### src/design/uied_pkg.sv
// Constants shared by the interrupt enable and disable command block
package uied_pkg;

    // ------------------------------------------------------------------
    // Register byte addresses
    // ------------------------------------------------------------------
    localparam logic [31:0] UIED_ADDR_MODE    = 32'hf801c004;
    localparam logic [31:0] UIED_ADDR_ENABLE  = 32'hf801c008;
    localparam logic [31:0] UIED_ADDR_DISABLE = 32'hf801c00c;
    localparam logic [31:0] UIED_ADDR_MASK    = 32'hf801c010;
    localparam logic [31:0] UIED_ADDR_STATUS  = 32'hf801c014;

    // ------------------------------------------------------------------
    // Mode register fields
    // ------------------------------------------------------------------
    localparam int UIED_MODE_LSB   = 0;
    localparam int UIED_MODE_MSB   = 3;
    localparam int UIED_CSS_LSB    = 4;
    localparam int UIED_CSS_MSB    = 5;
    localparam int UIED_CLK_OUT_BIT   = 18;
    localparam int UIED_WAIT_READ_BIT = 20;

    localparam logic [3:0] UIED_MODE_NORMAL     = 4'h0;
    localparam logic [3:0] UIED_MODE_LIN_MASTER = 4'ha;
    localparam logic [3:0] UIED_MODE_LIN_SLAVE  = 4'hb;
    localparam logic [3:0] UIED_MODE_SPI_MASTER = 4'he;
    localparam logic [3:0] UIED_MODE_SPI_SLAVE  = 4'hf;

    // Clock source codes: the reset value and the code that selects the external serial clock
    localparam logic [1:0] UIED_CSS_RESET    = 2'h0;
    localparam logic [1:0] UIED_CSS_EXTERNAL = 2'h3;

    // ------------------------------------------------------------------
    // Interrupt bit positions
    // ------------------------------------------------------------------
    localparam int UIED_BIT_RX_READY   = 0;
    localparam int UIED_BIT_TX_READY   = 1;
    localparam int UIED_BIT_RX_BREAK   = 2;
    localparam int UIED_BIT_OVERRUN    = 5;
    localparam int UIED_BIT_FRAMING    = 6;
    localparam int UIED_BIT_PARITY     = 7;
    localparam int UIED_BIT_TIMEOUT    = 8;
    localparam int UIED_BIT_TX_EMPTY   = 9;
    localparam int UIED_BIT_REPEAT_UNDERRUN = 10;
    localparam int UIED_BIT_NON_ACKNOWLEDGE_EVENT_BREAK = 13;
    localparam int UIED_BIT_LIN_ID     = 14;
    localparam int UIED_BIT_LIN_TC     = 15;
    localparam int UIED_BIT_CTS_SS     = 19;
    localparam int UIED_BIT_MANCHESTER = 24;
    localparam int UIED_BIT_LIN_BUS    = 25;
    localparam int UIED_BIT_LIN_SNR    = 29;

    // Bits that exist in each view
    localparam logic [31:0] UIED_VALID_NORMAL = 32'h010827e7;
    localparam logic [31:0] UIED_VALID_SPI    = 32'h00080623;
    localparam logic [31:0] UIED_VALID_LIN    = 32'h3e00e3e3;

    localparam logic [31:0] UIED_WORD_ZERO    = 32'h00000000;

endpackage

### src/design/uied_edge_detect.sv
// Two-stage pin synchroniser with a one-cycle edge pulse
`timescale 1ns/10ps
module uied_edge_detect (
    input  wire logic i_clk,
    input  wire logic i_sys_rst,
    input  wire logic i_pin,
    output logic      o_level,
    output logic      o_edge
);

    logic meta_q;
    logic sync_q;
    logic last_q;
    logic [2:0] fill_q;

    // Only sync_q reads meta_q; edges are taken past the second stage
    always_ff @(posedge i_clk or posedge i_sys_rst) begin
        if (i_sys_rst) begin
            meta_q <= 1'b0;
            sync_q <= 1'b0;
            last_q <= 1'b0;
        end else begin
            meta_q <= i_pin;
            sync_q <= meta_q;
            last_q <= sync_q;
        end
    end

    // Edges wait until the pipe holds real samples: a pin idling high gives no false event after reset
    always_ff @(posedge i_clk or posedge i_sys_rst) begin
        if (i_sys_rst) begin
            fill_q <= 3'h0;
        end else begin
            fill_q <= {fill_q[1:0], 1'b1};
        end
    end

    // Rising and falling edges both count
    assign o_level = sync_q;
    assign o_edge  = (sync_q ^ last_q) & fill_q[2];

endmodule

### src/design/uied_top.sv
// Interrupt enable/disable command registers with mask, status and transmit options
`timescale 1ns/10ps
module uied_top
    import uied_pkg::*;
(
    input  wire logic        i_clk,
    input  wire logic        i_sys_rst,
    input  wire logic        i_psel,
    input  wire logic        i_penable,
    input  wire logic        i_pwrite,
    input  wire logic [31:0] i_paddr,
    input  wire logic [31:0] i_pwdata,
    output logic      [31:0] o_prdata,
    output logic             o_pready,
    output logic             o_pslverr,
    input  wire logic [31:0] i_event_pulse,
    input  wire logic        i_cts_pin,
    input  wire logic        i_lin_break_sent,
    input  wire logic        i_lin_break_rcvd,
    input  wire logic        i_lin_id_sent,
    input  wire logic        i_lin_id_rcvd,
    input  wire logic        i_serial_clk,
    input  wire logic        i_sck_in,
    output logic             o_sck_out,
    output logic             o_sck_oe,
    output logic             o_sck_in_sync,
    input  wire logic        i_thr_write,
    input  wire logic        i_tx_ready,
    input  wire logic        i_rx_ready,
    output logic             o_tx_start,
    output logic             o_irq
);

    // ------------------------------------------------------------------
    // Registers and decode
    // ------------------------------------------------------------------
    logic [3:0]  mode_q;
    logic [1:0]  css_q;
    logic        clk_out_q;
    logic        wait_read_q;
    logic [31:0] mask_q;
    logic [31:0] mask_d;
    logic [31:0] status_q;
    logic [31:0] status_d;
    logic [31:0] ev;
    logic [31:0] view_valid;
    logic        spi_mode;
    logic        lin_mode;
    logic        cts_edge;
    logic        pend_q;
    logic        take;
    logic        go;
    logic        setup;
    logic        wr_done;
    logic        en_wr;
    logic        dis_wr;
    logic        mode_wr;
    logic        stat_wr;
    logic        mapped;
    logic [31:0] rd_word;

    assign setup   = i_psel & ~i_penable;
    assign wr_done = i_psel & i_penable & o_pready & i_pwrite;
    assign en_wr   = wr_done & (i_paddr == UIED_ADDR_ENABLE);
    assign dis_wr  = wr_done & (i_paddr == UIED_ADDR_DISABLE);
    assign mode_wr = wr_done & (i_paddr == UIED_ADDR_MODE);
    assign stat_wr = wr_done & (i_paddr == UIED_ADDR_STATUS);

    assign spi_mode = (mode_q == UIED_MODE_SPI_MASTER) | (mode_q == UIED_MODE_SPI_SLAVE);
    assign lin_mode = (mode_q == UIED_MODE_LIN_MASTER) | (mode_q == UIED_MODE_LIN_SLAVE);

    // ------------------------------------------------------------------
    // Pin synchronisers
    // ------------------------------------------------------------------
    uied_edge_detect u_cts_sync (
        .i_clk     (i_clk),
        .i_sys_rst (i_sys_rst),
        .i_pin     (i_cts_pin),
        .o_level   (),
        .o_edge    (cts_edge)
    );

    uied_edge_detect u_sck_sync (
        .i_clk     (i_clk),
        .i_sys_rst (i_sys_rst),
        .i_pin     (i_sck_in),
        .o_level   (o_sck_in_sync),
        .o_edge    ()
    );

    // ------------------------------------------------------------------
    // APB slave: zero wait states, answers in the access cycle
    // ------------------------------------------------------------------
    always_comb begin
        mapped  = 1'b1;
        rd_word = UIED_WORD_ZERO;
        unique case (i_paddr)
            UIED_ADDR_MODE: begin
                rd_word[UIED_MODE_MSB:UIED_MODE_LSB] = mode_q;
                rd_word[UIED_CSS_MSB:UIED_CSS_LSB]   = css_q;
                rd_word[UIED_CLK_OUT_BIT]            = clk_out_q;
                rd_word[UIED_WAIT_READ_BIT]          = wait_read_q;
            end
            UIED_ADDR_MASK:    rd_word = mask_q;
            UIED_ADDR_STATUS:  rd_word = status_q;
            // Command registers are write-only and read as zero
            UIED_ADDR_ENABLE:  rd_word = UIED_WORD_ZERO;
            UIED_ADDR_DISABLE: rd_word = UIED_WORD_ZERO;
            default:           mapped  = 1'b0;
        endcase
    end

    always_ff @(posedge i_clk or posedge i_sys_rst) begin
        if (i_sys_rst) begin
            o_pready  <= 1'b0;
            o_prdata  <= UIED_WORD_ZERO;
            o_pslverr <= 1'b0;
        end else begin
            o_pready <= setup;
            if (setup) begin
                o_prdata  <= i_pwrite ? UIED_WORD_ZERO : rd_word;
                // Writes to the read-only mask are refused too
                o_pslverr <= ~mapped | (i_pwrite & (i_paddr == UIED_ADDR_MASK));
            end
        end
    end

    // ------------------------------------------------------------------
    // Mode and option register
    // ------------------------------------------------------------------
    always_ff @(posedge i_clk or posedge i_sys_rst) begin
        if (i_sys_rst) begin
            mode_q      <= UIED_MODE_NORMAL;
            css_q       <= UIED_CSS_RESET;
            clk_out_q   <= 1'b0;
            wait_read_q <= 1'b0;
        end else if (mode_wr) begin
            mode_q      <= i_pwdata[UIED_MODE_MSB:UIED_MODE_LSB];
            css_q       <= i_pwdata[UIED_CSS_MSB:UIED_CSS_LSB];
            clk_out_q   <= i_pwdata[UIED_CLK_OUT_BIT];
            wait_read_q <= i_pwdata[UIED_WAIT_READ_BIT];
        end
    end

    // ------------------------------------------------------------------
    // Bit layout of the active view
    // ------------------------------------------------------------------
    always_comb begin
        view_valid = UIED_VALID_NORMAL;
        if (spi_mode) begin
            view_valid = UIED_VALID_SPI;
        end else if (lin_mode) begin
            view_valid = UIED_VALID_LIN;
        end
    end

    // ------------------------------------------------------------------
    // Interrupt mask
    // ------------------------------------------------------------------
    // Bits outside the active view keep their value across a mode change
    always_comb begin
        mask_d = mask_q;
        if (en_wr) begin
            mask_d = mask_q | (i_pwdata & view_valid);
        end else if (dis_wr) begin
            mask_d = mask_q & ~(i_pwdata & view_valid);
        end
    end

    always_ff @(posedge i_clk or posedge i_sys_rst) begin
        if (i_sys_rst) begin
            mask_q <= UIED_WORD_ZERO;
        end else begin
            mask_q <= mask_d;
        end
    end

    // ------------------------------------------------------------------
    // Event sources and sticky status
    // ------------------------------------------------------------------
    always_comb begin
        ev = i_event_pulse & view_valid;
        // Clear-to-send change in normal view, slave-select edge in SPI view
        ev[UIED_BIT_CTS_SS] = cts_edge & ~lin_mode;
        if (lin_mode) begin
            ev[UIED_BIT_NON_ACKNOWLEDGE_EVENT_BREAK] = i_lin_break_sent | i_lin_break_rcvd;
            ev[UIED_BIT_LIN_ID]     = i_lin_id_sent | i_lin_id_rcvd;
        end
    end

    // A new event wins over a write-one clear in the same cycle
    always_comb begin
        status_d = status_q;
        if (stat_wr) begin
            status_d = status_q & ~i_pwdata;
        end
        status_d = status_d | ev;
    end

    always_ff @(posedge i_clk or posedge i_sys_rst) begin
        if (i_sys_rst) begin
            status_q <= UIED_WORD_ZERO;
        end else begin
            status_q <= status_d;
        end
    end

    always_ff @(posedge i_clk or posedge i_sys_rst) begin
        if (i_sys_rst) begin
            o_irq <= 1'b0;
        end else begin
            o_irq <= |(status_q & mask_q);
        end
    end

    // ------------------------------------------------------------------
    // Serial clock pin
    // ------------------------------------------------------------------
    always_ff @(posedge i_clk or posedge i_sys_rst) begin
        if (i_sys_rst) begin
            o_sck_oe  <= 1'b0;
            o_sck_out <= 1'b0;
        end else begin
            o_sck_oe  <= clk_out_q & (css_q != UIED_CSS_EXTERNAL);
            o_sck_out <= i_serial_clk;
        end
    end

    // ------------------------------------------------------------------
    // Transmit start gating
    // ------------------------------------------------------------------
    // A write while transmit-ready is low is not accepted here
    assign take = i_thr_write & i_tx_ready;
    assign go   = (take | pend_q) & (~wait_read_q | ~i_rx_ready);

    always_ff @(posedge i_clk or posedge i_sys_rst) begin
        if (i_sys_rst) begin
            pend_q     <= 1'b0;
            o_tx_start <= 1'b0;
        end else begin
            pend_q     <= (take | pend_q) & ~go;
            o_tx_start <= go;
        end
    end
endmodule

### config.mk
export PLATFORM = sky130hd
export DESIGN_NAME = uied_top
export DESIGN_NICKNAME = d
export VERILOG_FILES = /design/src/design/uied_pkg.sv /design/src/design/uied_edge_detect.sv /design/src/design/uied_top.sv
export SDC_FILE = /design/constraint.sdc
export NUM_CORES = 1
export LEC_CHECK = 0
export BUFFER_PORTS_ARGS = -buffer_cell sky130_fd_sc_hd__buf_2
export CORE_MARGIN = 1.5
export CORE_UTILIZATION = 55
export DETAILED_ROUTE_END_ITERATION = 10
export MAX_ROUTING_LAYER = met4
export PLACE_DENSITY = 0.83
export SLEW_MARGIN = 20
export SYNTH_ARGS = -nofsm -noshare
export SYNTH_HDL_FRONTEND = slang
export SYNTH_SLANG_ARGS = --single-unit
### constraint.sdc
create_clock -name i_clk -period 6.3 [get_ports i_clk]
set_input_delay 0.63 -clock i_clk [delete_from_list [all_inputs] [get_ports i_clk]]
set_output_delay 0.63 -clock i_clk [all_outputs]
set_load 0.005 [all_outputs]
Word level (Yosys, flattened, before mapping)

Cells that the tools add are included.

Bitwise gates (word level): 38
Reductions and logical operators: 3
Mux-type cells: 14
Eq/ne operators: 10

Operators by type and width:

| cell                                   | number |
|---|---|
| 32-bit AND                             | 5 |
| 32-bit == test (second input constant) | 5 |
| 32-bit two-way mux                     | 4 |
| 32-bit inverter                        | 2 |
| 32-bit bitwise OR                      | 2 |
| 30-bit two-way mux                     | 2 |
| 32-bit OR reduction                    | 1 |
| 12-bit case mux with 2 select lines    | 1 |
| 11-bit case mux with 2 select lines    | 1 |
| 6-bit case mux with 3 select lines     | 1 |
| 4-bit == test (second input constant)  | 4 |
| 1-bit AND                              | 15 |
| 1-bit bitwise OR                       | 7 |
| 1-bit inverter                         | 6 |
| 1-bit case mux with 3 select lines     | 2 |
| 5-bit OR reduction                     | 1 |
| 2-bit two-way mux                      | 1 |
| 2-bit != test (second input constant)  | 1 |
| 1-bit case mux with 2 select lines     | 1 |
| 2-bit nonzero test                     | 1 |
| 1-bit two-way mux                      | 1 |
| 1-bit XOR                              | 1 |

Register bits after elaboration: 119

Depth between registers and ports, before layout

Depth after elaboration: 9
Mapped depth: 7

Modules after synthesis

Synthesis repeated with hierarchy kept, for this count alone.

Cells, all modules: 419
Area, all modules: 4,928.5 um2

By module, submodules not included:

| module           | times used | seq. area each (um2) | cells an instance | area an instance (um2) |
|---|---|---|---|---|
| uied_top         | 1          | 2,452.4              | 399               | 4,583.1 |
| uied_edge_detect | 2          | 150.1                | 10                | 172.7 |

Least setup slack after synthesis

Ideal clock, no wire load.

Path type: input-to-reg
From: input port i_paddr[0]
To: register status_q[11]
Arrival: 1.875 ns
Stages on the path: 5
Path slack: 4.291 ns
Cells stage by stage: nor4_2 -> nand4_2 -> nor2_1 -> buf_2 -> a31oi_1

Longest elaborated chain between the ends: 4

RTL lines:

| item                   | line            | text |
|---|---|---|
| start: declaration     | uied_top.sv:11  | `input wire logic [31:0] i_paddr,` |
| 32-bit == test         | uied_top.sv:67  | `assign stat_wr = wr_done & (i_paddr == UIED_ADDR_STATUS);` |
| 1-bit AND              | uied_top.sv:67  |  |
| 32-bit two-way mux     | uied_top.sv:194 | `if (stat_wr) begin` |
| 32-bit bitwise OR      | uied_top.sv:197 | `status_d = status_d \| ev;` |
| end signal: assignment | uied_top.sv:204 | `status_q <= status_d;` |
| end: declaration       | uied_top.sv:43  | `logic [31:0] status_q;` |

No other way between the ends.
A chain may end at the register's enable or synchronous reset.

Worst setup path after layout

From: input port i_paddr[9]
To: register mode_q[1]

Longest elaborated chain between the ends: 2

RTL lines:

| item                   | line            | text |
|---|---|---|
| 32-bit == test         | uied_top.sv:66  | `assign mode_wr = wr_done & (i_paddr == UIED_ADDR_MODE);` |
| 1-bit AND              | uied_top.sv:66  |  |
| end signal: assignment | uied_top.sv:138 | `mode_q <= i_pwdata[UIED_MODE_MSB:UIED_MODE_LSB];` |
| end: declaration       | uied_top.sv:37  | `logic [3:0] mode_q;` |

No other way between the ends.

==> summary.txt <==
Synthesis
  – Yosys cell types: 47
  – Mapped Avg Cell Area: 11.73 um^2
  – Synthesized area: 4797 um^2
  – #FFs+latches synth: 106
  – Yosys warns: 0
  – Syn nets: 520
  – Cells after synthesis: 409
  – Post-synthesis sequential area ratio: 55.29%

Global route
  – Gr ovfl total: 0
  – Vias in the first global route: 4110
  – Gr usage total: 30.04%
  – Largest net degree at the start of global routing: 58
  – Initial antenna violation count: 0
  – First-pass GRT wire length: 20360 um

Die
  – Die Span Y: 96.39 um
  – Top Ports: 150
  – Site Rows: 33
  – Initial Utilization: 57.52%
  – Die width: 96.39 um
  – Core Region: 8341 um^2
  – Die Area: 9291 um^2

Timing
  – Setup TNS: 0 ns
  – Unrepaired setup endpoints after global routing: false
  – Final setup vio count: 0
  – Worst relative slew slack: 26.79%
  – Worst Tran Pin Value: 1.098 ns
  – F_max: 0.3529 GHz
  – Final period util: 44.98%
  – Worst Skew: 0.009622 ns
  – Slew Viols, Final: 0
  – Period minus WS final: 2.834 ns
  – Final hold violation count: 0

Worst setup path
  – Slowest Stage Delay on Critical Path: 0.99 ns
  – Crit Path Max Fanout: 25
  – Startpoint types: primary input
  – WS Path Type: in -> reg
  – Flop2flop setup slack: 3.64 ns
  – Worst path arrival time: 3.10 ns
  – Ordered cell list for the critical path: buf_2 -> nor4_2 -> and4_1 -> nand4_2 -> mux2_2
  – CP max-delay cell: and4_1
  – Data required, critical path: 6.57 ns
  – Worst Setup End Kind: flip-flop

Power and ir drop
  – Leak Pwr: 2.798 nW
  – Peak supply drop: 0.0001282 V
  – Sw power: 0.0002957 W
  – Combinational fraction of design power: 6.7%
  – PwrDens: 210.4 nW/um^2
  – Sw frac: 24.65%
  – Pint: 0.0009039 W
  – Clock share of power: 36.2%
  – Share of power burned in registers: 57.1%

Place
  – Placer Congestion: 0.8381
  – # port buffers: 134
  – Hpwl dp: 8597 um
  – DP Area: 5498 um^2

Drt
  – DRC errors left: 0
  – Routed vias/inst: 6.298
  – Detailed router's first-iteration violation count: 296
  – Total wire length: 12650 um
  – DRT Pass-1 Iters: 5
  – Post-route ant nets: 0
  – Vias: 4031
  – Wirelength per Cell: 19.77 um

Final layout
  – Area grow syn2layout: 18.83%
  – Layout cells sized above 1: 33.64%
  – Diodes inserted: 0
  – Core Util, Final: 68.35%
  – Final instance area: 5700 um^2
  – Final #Nets: 641

Job
  – Max cap viols: 0

Clock network
  – PostCTS Resize Cnt: 0
  – CTS buffer count: 9
  – CTS Buffer Depth: 2
  – # hold bufs at CTS: 0
  – CTS root buffer: clkbuf_8
  – TritonCTS clock tree: built
  – Clock tree sinks: 106
  – Clock Latency Late Sink: 0.38 ns
  – Total setup buffers inserted after CTS: 0
  – Clock-pin slew on the worst setup and hold paths: 0.10 ns
  – H-tree depth: 3

Min path
  – Hold Crit Class: in -> async

Outcome
  – Run status: finished, final reports clean
[stage by stage]
stage / std cells / worst slack, ns / hold slack (ns) / total power (W)
floorplan: 409 / 2.881 / 0.3312 / 0.0007299
global placement: 624 / 3.127 / 0.3365 / 0.0007763
detailed placement: 624 / 3.120 / 0.3347 / 0.0007783
CTS: 640 / 3.512 / 0.3387 / 0.001207
global route: 640 / 3.389 / 0.3352 / 0.001243
finish: 640 / 3.466 / 0.3252 / 0.001200
[Yosys cell counts (all sizes together)]
cell type	instances	share of area, %
nor4	4	1.4
buf	16	1.9
nand4b	1	0.18
a222oi	1	0.21
xor2	1	0.18
nor3	16	1.7
conb	1	0.078
nand4	40	5.8
nor2	7	0.55
nor4b	3	1.5
nand3	2	0.21
a21o	4	0.63
nand2	16	1.3
and4	3	0.55
nand3b	1	0.16
mux2	12	2.8
a221o	16	3.3
nand2b	2	0.26
a22o	21	3.8
inv	32	2.5
and4b	1	0.21
o31ai	9	1.4
dfrtp	106	55
and3	1	0.13
a22oi	12	1.9
mux2i	20	4.2
and2	16	2.1
o21bai	2	0.31
o41ai	1	0.18
a41oi	4	0.73
a21boi	1	0.16
and4bb	1	0.26
a32o	1	0.21
clkbuf	13	1.0
nor3b	1	0.16
nor2b	2	0.26
a31oi	14	1.8
o2bb2ai	1	0.18
a21oi	3	0.31
and3b	1	0.18
[per-layer routing]
metal | wire, um | vias up | GRT usage, %
li1 | - | 1786 | -
met1 | 5197 | 2023 | 38.67
met2 | 6310 | 205 | 47.95
met3 | 979 | 17 | 6.651
met4 | 164 | 0 | 9.179
met5 | 0 | - | -
[area by class of cell]
| type | instances | area (um^2) |
|---|---|---|
| Multi-Input combinational cell | 242 | 1886 |
| Clock inverter | 7 | 76.32 |
| Fill cell | 659 | 2640 |
| Tap cell | 105 | 131.4 |
| Timing Repair Buffer | 139 | 708.2 |
| Clock buffer | 9 | 123.9 |
| Inverter | 32 | 122.6 |
| Sequential cell | 106 | 2653 |
[power by group through the flow]
stage	Sequential (W)	Clock, W	Combinational [W]
floorplan	0.000699	0	0.0000314
global placement	0.000698	0	0.0000779
detailed placement	0.000698	0	0.0000799
CTS	0.000685	0.000441	0.0000803
global route	0.000686	0.000470	0.0000878
finish	0.000685	0.000435	0.0000799
[placed cells by master (no fill, tap or decap), types with 12 or more instances in the layout]
| cell | instances |
|---|---|
| buf_2 | 134 |
| dfrtp_1 | 106 |
| nand4_1 | 37 |
| inv_1 | 31 |
| a22o_1 | 21 |
| mux2i_1 | 20 |
| nand2_1 | 16 |
| a221o_1 | 16 |
| nor3_1 | 16 |
| and2_1 | 14 |
| a31oi_1 | 14 |
| mux2_2 | 12 |
| a22oi_1 | 12 |
[worst max-delay path: cells and delay by family]
family | cells | cell delay (ns)
buf+inv | 1 | 0.11
mux | 1 | 0.42
simple gates | 3 | 1.93
[final timing paths]
path,start,to,cells after the start
setup / recovery,i_paddr[9],mode_q[1]$_DFFE_PP0P_,5
hold / removal,i_sys_rst,o_prdata[22]$_DFFE_PP0P_,2
setup reg to reg,o_pready$_DFF_PP0_,status_q[19]$_DFF_PP0_,5
hold reg to reg,u_cts_sync.fill_q[1]$_DFF_PP0_,u_cts_sync.fill_q[2]$_DFF_PP0_,0
max in group asynchronous,i_sys_rst,status_q[10]$_DFF_PP0_,3
min in group i_clk,i_sck_in,u_sck_sync.meta_q$_DFF_PP0_,1
[logic make-up after synthesis]
kind of cell,after synthesis,share of synthesized area (%)
other cells,1,0.07817
buf+inv,61,5.451
mux,32,6.990
simple gates,118,16.80
compound gates,90,15.21
flops,106,55.29
xor+xnor,1,0.1826
Note: power is estimated with default switching activity, not from simulation.
